--- config.mk ---
export PLATFORM = sky130hd
export DESIGN_NAME = pfw_top
export DESIGN_NICKNAME = d
export VERILOG_FILES = /design/src/pfw_pkg.sv /design/src/pfw_post_buf.sv /design/src/pfw_top.sv
export SDC_FILE = /design/constraint.sdc
export NUM_CORES = 1
export LEC_CHECK = 0
export ABC_AREA = 1
export BUFFER_PORTS_ARGS = -buffer_cell sky130_fd_sc_hd__buf_2
export CELL_PAD_IN_SITES_DETAIL_PLACEMENT = 1
export CELL_PAD_IN_SITES_GLOBAL_PLACEMENT = 1
export CORE_ASPECT_RATIO = 0.9
export CORE_MARGIN = 8
export CORE_UTILIZATION = 38
export DETAILED_ROUTE_END_ITERATION = 16
export PLACE_DENSITY_LB_ADDON = 0.3
export REMOVE_ABC_BUFFERS = 1
export SYNTH_ARGS = -nofsm -noshare
export SYNTH_HDL_FRONTEND = slang
export SYNTH_SLANG_ARGS = --single-unit
--- constraint.sdc ---
create_clock -name clk -period 2.2 [get_ports clk]
set_input_delay 0.11 -clock clk [delete_from_list [all_inputs] [get_ports clk]]
set_output_delay 0.11 -clock clk [all_outputs]
set_load 0.02 [all_outputs]
--- src/pfw_pkg.sv ---
// Constants and carrier types for the posted fast register write block
//
// How it works
// - Without fast mode, a request register write retires after more than 1000 cycles.
// - With fast mode, the request register write retires after about 100 cycles.
// - Fast writes are posted; retirement waits for the uncore only while an older write still occupies the buffer.
// - Later writes to one register reach the uncore after earlier ones.
// - Capability, control and status registers exist once per logical processor.
// - Capability bit 0 is read-only and reports fast write support.
// - Control bit 0 is read-write, resets to 0, and turns fast mode on.
// - Setting the enable bit also sets identification leaf 6 EAX bit 18 when the request register is present.
// - The enable bit sets once; later writes are ignored until reset.
// - A capable register without opt-in control is always written fast.
// - One status bit per fast register shows whether data is visible outside.
// - Status bit 0 reads 1 while the last write is in flight, else 0.
// - Bits 63 to 1 of the three registers read zero; writes there are dropped.
// - The request register exists only when leaf 6 EAX bit 7 is set.
// - With leaf 6 EAX bit 18 set, request writes use the fast posted path.
package pfw_pkg;

  localparam int REG_ADDR_W = 12;
  localparam int REG_DATA_W = 64;
  localparam int ID_WORD_W = 32;

  // Register indices seen by the register write instruction
  localparam logic [REG_ADDR_W-1:0] ADDR_CTL = 12'h657;
  localparam logic [REG_ADDR_W-1:0] ADDR_STATUS = 12'h65E;
  localparam logic [REG_ADDR_W-1:0] ADDR_CAPABILITY = 12'h65F;
  localparam logic [REG_ADDR_W-1:0] ADDR_PERF_REQ = 12'h700;

  // Field positions
  localparam int FAST_REQ_BIT = 0;
  localparam int ID_PERF_PRESENT_BIT = 7;
  localparam int ID_FAST_REQ_BIT = 18;

  // Values after reset
  localparam logic CTL_ENABLE_RESET = 1'b0;
  localparam logic [REG_DATA_W-1:0] PERF_REQ_RESET = 64'h0000000000000000;

  // Retirement costs in core cycles
  localparam int SLOW_RETIRE_CYCLES = 1001;
  localparam int FAST_RETIRE_CYCLES = 100;
  localparam int RETIRE_CNT_W = $clog2(SLOW_RETIRE_CYCLES + 1);
  localparam logic [RETIRE_CNT_W-1:0] SLOW_RETIRE_LAST = RETIRE_CNT_W'(SLOW_RETIRE_CYCLES - 1);
  localparam logic [RETIRE_CNT_W-1:0] FAST_RETIRE_LAST = RETIRE_CNT_W'(FAST_RETIRE_CYCLES - 1);

  typedef enum logic [1:0] {
    PFW_ST_IDLE = 2'b00,
    PFW_ST_POST = 2'b01,
    PFW_ST_RETIRE = 2'b11,
    PFW_ST_ANSWER = 2'b10
  } pfw_state_type;

  // One register access from the core
  typedef struct packed {
    logic write;
    logic [7:0] lp;
    logic [REG_ADDR_W-1:0] addr;
    logic [REG_DATA_W-1:0] wdata;
  } pfw_cmd_type;

  // Answer to the core
  typedef struct packed {
    logic valid;
    logic unmapped;
    logic [REG_DATA_W-1:0] rdata;
  } pfw_rsp_type;

endpackage

--- src/pfw_post_buf.sv ---
// Single-entry in-order posting buffer toward the uncore
`timescale 1ns/1ps
`default_nettype none
module pfw_post_buf #(
  parameter int DATA_W = 64
) (
  // Clock and reset
  input wire logic clk,
  input wire logic nrst,
  // Core side
  input wire logic push,
  input wire logic [DATA_W-1:0] push_data,
  output logic ready,
  // Uncore side
  output logic out_valid_q,
  output logic [DATA_W-1:0] out_data_q,
  input wire logic out_ack
);

  // Accept only when empty or draining now, so entries never reorder
  assign ready = ~out_valid_q | out_ack;

  // Push wins over a simultaneous acknowledge: the newer entry stays pending
  always_ff @(posedge clk or negedge nrst) begin
    if (!nrst) begin
      out_valid_q <= 1'b0;
    end else if (push && ready) begin
      out_valid_q <= 1'b1;
    end else if (out_ack) begin
      out_valid_q <= 1'b0;
    end
  end

  always_ff @(posedge clk or negedge nrst) begin
    if (!nrst) begin
      out_data_q <= '0;
    end else if (push && ready) begin
      out_data_q <= push_data;
    end
  end

endmodule
`default_nettype wire

--- src/pfw_top.sv ---
// Posted fast write path for the per-processor performance request register
`timescale 1ns/1ps
`default_nettype none
module pfw_top #(
  parameter int NUM_LP = 2,
  parameter bit FAST_CAPABLE = 1'b1,
  parameter bit HAS_OPT_IN = 1'b1,
  parameter bit PERF_PRESENT = 1'b1,
  parameter logic [pfw_pkg::ID_WORD_W-1:0] ID_BASE_FLAGS = 32'h00000000
) (
  // Clock and reset
  input wire logic clk,
  input wire logic nrst,
  // Core register access port
  input wire logic cmd_valid,
  input wire pfw_pkg::pfw_cmd_type cmd,
  output logic cmd_ready_q,
  output pfw_pkg::pfw_rsp_type rsp_q,
  // Identification leaf 6 EAX per logical processor
  output logic [NUM_LP-1:0][pfw_pkg::ID_WORD_W-1:0] id_leaf6_eax_q,
  // Uncore power management side
  output logic [NUM_LP-1:0] up_valid_q,
  output logic [NUM_LP-1:0][pfw_pkg::REG_DATA_W-1:0] up_data_q,
  input wire logic [NUM_LP-1:0] up_ack
);
  import pfw_pkg::*;

  localparam int LP_W = (NUM_LP > 1) ? $clog2(NUM_LP) : 1;

  // Decoded register selection
  typedef enum logic [2:0] {
    PFW_SEL_NONE = 3'd0,
    PFW_SEL_CTL = 3'd1,
    PFW_SEL_STATUS = 3'd2,
    PFW_SEL_CAP = 3'd3,
    PFW_SEL_PERF = 3'd4
  } pfw_sel_type;

  // Address decode, shared by the read and write paths
  function automatic pfw_sel_type decode_addr(input logic [REG_ADDR_W-1:0] addr);
    pfw_sel_type sel;
    sel = PFW_SEL_NONE;
    case (addr)
      ADDR_CTL: begin
        sel = PFW_SEL_CTL;
      end
      ADDR_STATUS: begin
        sel = PFW_SEL_STATUS;
      end
      ADDR_CAPABILITY: begin
        sel = PFW_SEL_CAP;
      end
      ADDR_PERF_REQ: begin
        // Absent unless the feature is reported present
        sel = PERF_PRESENT ? PFW_SEL_PERF : PFW_SEL_NONE;
      end
      default: begin
        sel = PFW_SEL_NONE;
      end
    endcase
    return sel;
  endfunction

  // Places a single flag in bit 0 of a register, rest zero
  function automatic logic [REG_DATA_W-1:0] flag_word(input logic flag);
    logic [REG_DATA_W-1:0] w;
    w = '0;
    w[FAST_REQ_BIT] = flag;
    return w;
  endfunction

  // Latched command
  pfw_state_type state_q;
  pfw_state_type state_d;
  pfw_cmd_type cmd_q;
  pfw_sel_type sel_q;
  logic [LP_W-1:0] lp_q;
  logic lp_ok_q;
  logic [RETIRE_CNT_W-1:0] cnt_q;
  logic fast_q;

  // Per logical processor state
  logic [NUM_LP-1:0] ctl_en_q;
  logic [NUM_LP-1:0] fast_mode;
  logic [NUM_LP-1:0][REG_DATA_W-1:0] perf_req_q;
  logic [NUM_LP-1:0] buf_push;
  logic [NUM_LP-1:0] buf_ready;

  // Command decode helpers
  logic lp_hit;
  logic cur_ready;
  logic cur_inflight;
  logic retire_done;

  // Fast mode per processor: opt-in bit when present, else on whenever capable
  genvar g;
  generate
    for (g = 0; g < NUM_LP; g++) begin : g_lp
      if (HAS_OPT_IN) begin : g_optin
        assign fast_mode[g] = FAST_CAPABLE & ctl_en_q[g];
      end else begin : g_always
        assign fast_mode[g] = FAST_CAPABLE;
      end

      // Enable bit: set once, only reset clears it
      always_ff @(posedge clk or negedge nrst) begin
        if (!nrst) begin
          ctl_en_q[g] <= CTL_ENABLE_RESET;
        end else if (state_q == PFW_ST_POST && cmd_q.write && sel_q == PFW_SEL_CTL
                     && lp_ok_q && lp_q == LP_W'(g) && !ctl_en_q[g]) begin
          // Only bit 0 counts; reserved bits are dropped
          ctl_en_q[g] <= cmd_q.wdata[FAST_REQ_BIT] & FAST_CAPABLE & HAS_OPT_IN;
        end
      end

      // Architectural copy held inside the processor
      always_ff @(posedge clk or negedge nrst) begin
        if (!nrst) begin
          perf_req_q[g] <= PERF_REQ_RESET;
        end else if (buf_push[g]) begin
          perf_req_q[g] <= cmd_q.wdata;
        end
      end

      assign buf_push[g] = state_q == PFW_ST_POST && cmd_q.write && sel_q == PFW_SEL_PERF
                           && lp_ok_q && lp_q == LP_W'(g) && buf_ready[g];

      // One posting buffer per processor, for the request register only
      pfw_post_buf #(
        .DATA_W(REG_DATA_W)
      ) u_post (
        .clk(clk),
        .nrst(nrst),
        .push(buf_push[g]),
        .push_data(cmd_q.wdata),
        .ready(buf_ready[g]),
        .out_valid_q(up_valid_q[g]),
        .out_data_q(up_data_q[g]),
        .out_ack(up_ack[g])
      );

      // Identification word follows fast mode, gated by request register presence
      always_ff @(posedge clk or negedge nrst) begin
        if (!nrst) begin
          id_leaf6_eax_q[g] <= '0;
        end else begin
          id_leaf6_eax_q[g] <= ID_BASE_FLAGS;
          id_leaf6_eax_q[g][ID_PERF_PRESENT_BIT] <= PERF_PRESENT;
          id_leaf6_eax_q[g][ID_FAST_REQ_BIT] <= fast_mode[g] & PERF_PRESENT;
        end
      end
    end
  endgenerate

  assign lp_hit = 32'(cmd.lp) < NUM_LP;
  assign cur_ready = lp_ok_q ? buf_ready[lp_q] : 1'b1;
  assign cur_inflight = lp_ok_q ? up_valid_q[lp_q] : 1'b0;

  // Slow writes wait both for the long cost and for the data to land
  assign retire_done = fast_q ? (cnt_q == FAST_RETIRE_LAST)
                              : (cnt_q == SLOW_RETIRE_LAST && !cur_inflight);

  // Command sequencing
  always_comb begin
    state_d = state_q;
    case (state_q)
      PFW_ST_IDLE: begin
        // Taken only with ready shown, so nothing is taken on the first edge after reset
        if (cmd_valid && cmd_ready_q) begin
          state_d = PFW_ST_POST;
        end
      end
      PFW_ST_POST: begin
        // Hold a request write while an older one still occupies the buffer
        if (cmd_q.write && sel_q == PFW_SEL_PERF) begin
          if (cur_ready) begin
            state_d = PFW_ST_RETIRE;
          end
        end else begin
          state_d = PFW_ST_ANSWER;
        end
      end
      PFW_ST_RETIRE: begin
        if (retire_done) begin
          state_d = PFW_ST_ANSWER;
        end
      end
      PFW_ST_ANSWER: begin
        state_d = PFW_ST_IDLE;
      end
      default: begin
        state_d = PFW_ST_IDLE;
      end
    endcase
  end

  always_ff @(posedge clk or negedge nrst) begin
    if (!nrst) begin
      state_q <= PFW_ST_IDLE;
    end else begin
      state_q <= state_d;
    end
  end

  // Capture the command when accepted
  always_ff @(posedge clk or negedge nrst) begin
    if (!nrst) begin
      cmd_q <= '0;
      sel_q <= PFW_SEL_NONE;
      lp_q <= '0;
      lp_ok_q <= 1'b0;
    end else if (state_q == PFW_ST_IDLE && cmd_valid && cmd_ready_q) begin
      cmd_q <= cmd;
      sel_q <= decode_addr(cmd.addr);
      lp_q <= LP_W'(cmd.lp);
      lp_ok_q <= lp_hit;
    end
  end

  // Ready only when idle; one access is handled at a time
  always_ff @(posedge clk or negedge nrst) begin
    if (!nrst) begin
      cmd_ready_q <= 1'b0;
    end else begin
      cmd_ready_q <= state_d == PFW_ST_IDLE;
    end
  end

  // Retirement counter; the mode is frozen at the moment of posting
  always_ff @(posedge clk or negedge nrst) begin
    if (!nrst) begin
      cnt_q <= '0;
      fast_q <= 1'b0;
    end else if (state_q == PFW_ST_POST) begin
      cnt_q <= '0;
      fast_q <= lp_ok_q & fast_mode[lp_q];
    end else if (state_q == PFW_ST_RETIRE && !retire_done) begin
      // Counter parks at its end while a slow write waits for the ack
      if (fast_q ? cnt_q != FAST_RETIRE_LAST : cnt_q != SLOW_RETIRE_LAST) begin
        cnt_q <= cnt_q + RETIRE_CNT_W'(1);
      end
    end
  end
  // Fast writes answer at the count end even with data still pending

  // Read data and answer
  always_ff @(posedge clk or negedge nrst) begin
    if (!nrst) begin
      rsp_q <= '0;
    end else begin
      rsp_q.valid <= state_q == PFW_ST_ANSWER;
      rsp_q.unmapped <= 1'b0;
      rsp_q.rdata <= '0;
      if (state_q == PFW_ST_ANSWER) begin
        if (!lp_ok_q || sel_q == PFW_SEL_NONE) begin
          rsp_q.unmapped <= 1'b1;
        end else if (!cmd_q.write) begin
          case (sel_q)
            PFW_SEL_CTL: begin
              rsp_q.rdata <= flag_word(ctl_en_q[lp_q]);
            end
            PFW_SEL_STATUS: begin
              // Reports the pending posted data, also after retirement
              rsp_q.rdata <= flag_word(up_valid_q[lp_q]);
            end
            PFW_SEL_CAP: begin
              rsp_q.rdata <= flag_word(FAST_CAPABLE);
            end
            PFW_SEL_PERF: begin
              rsp_q.rdata <= perf_req_q[lp_q];
            end
            default: begin
              rsp_q.rdata <= '0;
            end
          endcase
        end
      end
    end
  end

endmodule
`default_nettype wire

# After elaboration in Yosys (flattened, before gate mapping)
# Cells that the tools add are included.
# totals
out_inout_bits,261
register_bits,414
word_cells,111
# op_classes
reduce_logical,35
eq_ne,15
n_mux,30
n_addsub,1
bitwise,6
magnitude_cmp,2
# op_table
op,n
64-bit 2-to-1 mux,4
64-bit case mux with 4 select lines,1
65-bit 2-to-1 mux,1
"12-bit by 11-bit == test with 1-bit output, second input constant",4
10-bit 2-to-1 mux,3
1-bit logical AND,21
1-bit 2-to-1 mux,15
3-bit case mux with 4 select lines,1
"10-bit by 1-bit adder with 10-bit output, second input constant",1
"10-bit == test, second input constant",1
"10-bit by 7-bit == test with 1-bit output, second input constant",1
"10-bit != test, second input constant",1
"10-bit by 7-bit != test with 1-bit output, second input constant",1
"8-bit by 2-bit less-than comparator with 1-bit output, second input constant",1
2-bit 2-to-1 mux,4
2-bit case mux with 4 select lines,1
2-bit nonzero test,4
"3-bit by 2-bit == test with 1-bit output, second input constant",2
1-bit logical NOT,5
"2-bit == test, second input constant",2
2-bit logical NOT,2
"3-bit by 1-bit == test with 1-bit output, second input constant",1
"3-bit == test, second input constant",1
3-bit logical NOT,1
other kinds (7),10

# Logic depth before layout (Yosys ltp)
# logic_depth
word_depth,10
depth_mapped,11
ltp_nobuf,11

# Hierarchy
# From an unflattened synthesis, not the netlist that was laid out.
# hier_totals
hier_cells,1831
area_unflattened_um2,16848.7
# modules_own_cells
module,cells_each,area_each_um2,instances
pfw_top,1267,11621.1,1
pfw_post_buf,282,2613.8,2

# Least setup slack after synthesis
# Ideal clock, no wire load.
# synth_path
path_type,reg2reg
start,reg cnt_q[0]
end,reg cnt_q[9]
setup_slack_ps,694
setup_time_ps,117
path_stages_with_launch,10
t_arrival_ps,1389
synth_period_minus_slack_ps,1506
n_path_buf,0
path_cell_list,dfrtp_1 -> ha_1 -> nand2_1 -> nor2_1 -> nand3_1 -> nand2_1 -> nor2_4 -> nand2_2 -> nand3_1 -> nand2_1
# synth_between
elab_chain_len,7
# synth_lines
item,line_no,rtl
start: declaration,pfw_top.sv:79,logic [RETIRE_CNT_W-1:0] cnt_q;
start signal: assignment,pfw_top.sv:240,cnt_q <= cnt_q + RETIRE_CNT_W'(1);
"parallel branches: the longest is 7 deep, another holds 10-bit by 1-bit adder with 10-bit output",n/a,
# Several ways; the timed one is not identified. The select of a mux whose other input is x is not followed.
# A chain may end at the register's enable or synchronous reset.

# Worst setup path after layout
# layout_path
start,reg state_q[0]
end,reg sel_q[0]
# layout_between
elab_chain_len,3
# layout_lines
item,line_no,rtl
start: declaration,pfw_top.sv:73,pfw_state_type state_q;
start signal: assignment,pfw_top.sv:201,state_q <= state_d;
2-bit logical NOT,pfw_top.sv:212,end else if (state_q == PFW_ST_IDLE && cmd_valid && cmd_ready_q) begin
1-bit logical AND (2 in series),pfw_top.sv:212,
end signal: assignment,pfw_top.sv:214,sel_q <= decode_addr(cmd.addr);
end: declaration,pfw_top.sv:76,pfw_sel_type sel_q;
# No other way between the ends.

==> impl_metrics.toml <==
[clock_tree]
root_buffer = "clkbuf_16"
numCtsBuffers = 31
clk_latency_ns = 0.57
htreeDepth = 1
cts_tree = "built"
clock-sinks = 285
cts.clk_slew.worst_paths_ns = 0.06
clk_path_buf_depth = 3

[floorplanning]
coreArea_um2 = 30800
die_w_um = 202
pin_count = 351
fp.dieArea_um2 = 37100
start_util_pct = 38.5
die_y_um = 183
rows = 61

[worst_setup_path]
critPathSlowestCell = "dlygate4sd3_1"
r2r_cells = 6
crit_buf_inv = 3
critPathTopFamily = "buffers and inverters"
path_cells = "nor2_1 -> nand2_1 -> inv_4 -> buf_4 -> o22ai_1 -> dlygate4sd3_1"
cp-start-kind = "flip-flop"
slowest_delay_ns = 0.56
r2r_start = "state_q[0]"
r2r-end = "sel_q[0]"
arrival_ns = 2.53
worstPathMaxFanout = 28
crit_required_ns = 2.64
worstSetupEndpointType = "flip-flop"
worstSetupPathType = "flip-flop to flip-flop"
r2r_slack_ns = 0.11

[power]
ir_worst_vdd_mv = 0.566
power_per_cell_area_nw_per_um2 = 915
design_power_total_mw = 14.0
power.leakage_nw = 7.76

[grt]
grt_pass1_vias = 11036
grtUsageTotal_pct = 20.1
grt_first_pass_wirelength_um = 61200
grt_max_degree = 79
antenna_found_initial = 3
gr-total-overflow = 0

[yosys]
yosysWarnings = 0
ys_seq_area_share_pct = 60.2
postSynthAreaPerCell_um2 = 9.13
syn-cell-area_um2 = 11800
yosysUniqueCellTypes = 33
ys_ff_latch = 285
netlist_instances = 1297

[drt]
drt_drc_violations_left = 0
ant_nets = 0
viasPerCell = 4.83
routedWlPerCell_um = 18.3
wirelength_um = 38100
detail_route.first_pass.iterations = 5
vias = 10063
drt_iter0_drc = 377

[sta]
worst_slew_pin_slew_ns = 0.654
max_freq_ghz = 0.480
setup_ws_ns = 0.115
hold_viol = 0
min_period_ns = 2.09
rsz0062_at_grt = "false"
max_slew_margin_pct = 56.4
finClkSkew_ns = 0.0152
setup_violations = 0
min_period_over_period_pct = 94.8
slew_violations = 0

[layout]
final_nets = 1741
syn2layout_area_growth_pct = 29.0
fillCellCount = 3632
drive_gt1_share_pct = 22.2
final_util_pct = 49.6

[placed_design]
place.port_buffers = 290
gp_congestion = 0.848
dp_hpwl_um = 26300
post-place-ws_ns = 0.303

[flow_run]
maxCapViolations = 0

[outcome]
outcome = "completed"

[worst_hold_path]
min_path_type = "input pin to asynchronous set/reset pin"
cell usage after synthesis:
cell | instances | area, um^2
a21o_1 | 1 | 7.51
a21oi_1 | 65 | 325
buf_1 | 1 | 3.75
buf_2 | 26 | 130
buf_4 | 64 | 480
buf_6 | 14 | 158
clkbuf_1 | 27 | 101
clkinv_1 | 1 | 3.75
conb_1 | 2 | 7.51
dfrtp_1 | 285 | 7130
ha_1 | 2 | 25.0
inv_1 | 99 | 372
inv_2 | 3 | 11.3
nand2_1 | 390 | 1460
nand2_2 | 4 | 25.0
nand3_1 | 33 | 165
nand3_2 | 1 | 10.0
nand4_1 | 16 | 100
nand4_2 | 1 | 12.5
nor2_1 | 42 | 158
nor2_4 | 2 | 22.5
nor3_1 | 4 | 20.0
nor3b_1 | 1 | 7.51
nor4_1 | 3 | 18.8
o211ai_1 | 1 | 7.51
o21ai_0 | 80 | 400
o21ai_1 | 120 | 601
o21bai_1 | 1 | 7.51
o22ai_1 | 1 | 6.26
o31ai_1 | 1 | 7.51
or2_2 | 1 | 6.26
xnor2_1 | 2 | 17.5
xor2_1 | 3 | 26.3
metal layers:
| metal | vias to the layer above | share of wire (%) | GRT usage [%] |
|---|---|---|---|
| met5 | - | 0.026 | 0 |
| li1 | 4703 | - | - |
| met3 | 77 | 6.1 | 5.34 |
| met1 | 5024 | 42 | 25.3 |
| met2 | 257 | 49 | 33.6 |
| met4 | 2 | 3.1 | 6.22 |
registers in the layout (all words and copies together), names as in the netlist:
name,flops
g_lp.u_post.out_valid_q,2
ctl_en_q,2
cmd_ready_q,1
fast_q,1
sel_q,3
cnt_q,10
state_q,2
perf_req_q,103
cmd_q,65
lp_q,1
lp_ok_q,1
rsp_q,66
g_lp.u_post.out_data_q,25
id_leaf6_eax_q,3
layout by cell type (no fill, tap or decap), types with 4 or more instances in the layout:
master	instances
clkbuf_8	6
clkbuf_16	31
buf_4	11
nor3_1	4
nand2_1	390
dfrtp_1	284
dlygate4sd3_1	81
nand3_1	33
buf_2	289
inv_1	99
nor2_1	42
a21oi_1	65
nand4_1	16
buf_12	10
clkbuf_1	10
o21ai_0	80
clkinv_2	5
o21ai_1	120
conb_1	61
metrics by stage:
step / setup TNS (ns) / cells / cell area (um^2) / hold slack (ns)
after global placement: 0 / 1944 / 13500 / 0.0138
final: 0 / 2083 / 15300 / 0.0333
after detailed placement: 0 / 1944 / 13500 / 0.0141
after global routing: 0 / 2083 / 15300 / 0.0503
after CTS: 0 / 2081 / 15300 / 0.0174
after floorplan: -220.40 / 1224 / 11200 / -0.186
worst reg2reg max path, stage by stage, from the launching register on:
cell and delay [ns]:
dfrtp_1 0.45, nor2_1 0.14, nand2_1 0.22, inv_4 0.16, buf_4 0.30, o22ai_1 0.13
dlygate4sd3_1 0.56
cells by family after synthesis:
logic type	Yosys count	synth area share, %
AO/OA/AOI/OAI	270	11.5
flip-flops	285	60.2
buffers and inverters	235	10.6
XOR/XNOR	5	0.370
other	2	0.0634
adder cells (fa/ha/maj)	2	0.211
AND/OR/NAND/NOR	498	17.0
worst max-delay path by stage:
| stage | from | cells past startpoint | to | slack [ns] |
|---|---|---|---|---|
| after floorplan | lp_q | 4 | perf_req_q[68] | -1.51 |
| after global placement | cnt_q[0] | 10 | cnt_q[9] | 0.41 |
| after detailed placement | cnt_q[0] | 10 | cnt_q[3] | 0.30 |
| after CTS | state_q[0] | 7 | lp_ok_q | 0.14 |
| after global routing | state_q[0] | 6 | sel_q[0] | 0.03 |
| final | state_q[0] | 6 | sel_q[0] | 0.11 |
where the power goes:
group / internal (mW) / switching, mW
clock network: 2.92 / 2.11
logic: 0.734 / 2.04
registers: 5.91 / 0.265
total: 9.56 / 4.41
layout make-up:
| cell class | count | area, um^2 | share of cell area [%] |
|---|---|---|---|
| Clock inverter | 9 | 90.1 | 0.590 |
| Tap cell | 409 | 512 | 3.35 |
| Sequential cell | 285 | 7130 | 46.7 |
| Antenna cell | 2 | 5.00 | 0.0328 |
| Inverter | 103 | 389 | 2.55 |
| Clock buffer | 47 | 896 | 5.87 |
| Timing Repair Buffer | 392 | 2550 | 16.7 |
| Multi-Input combinational cell | 836 | 3690 | 24.2 |
what timing repair did:
| item | in CTS | in global routing |
|---|---|---|
| setup buffers | 0 | 0 |
| resized for setup | 0 | 0 |
| endpoints found under the hold margin | 357 | 0 |
| hold buffers | 81 | 0 |
Note: power is estimated with default switching activity, not from simulation.
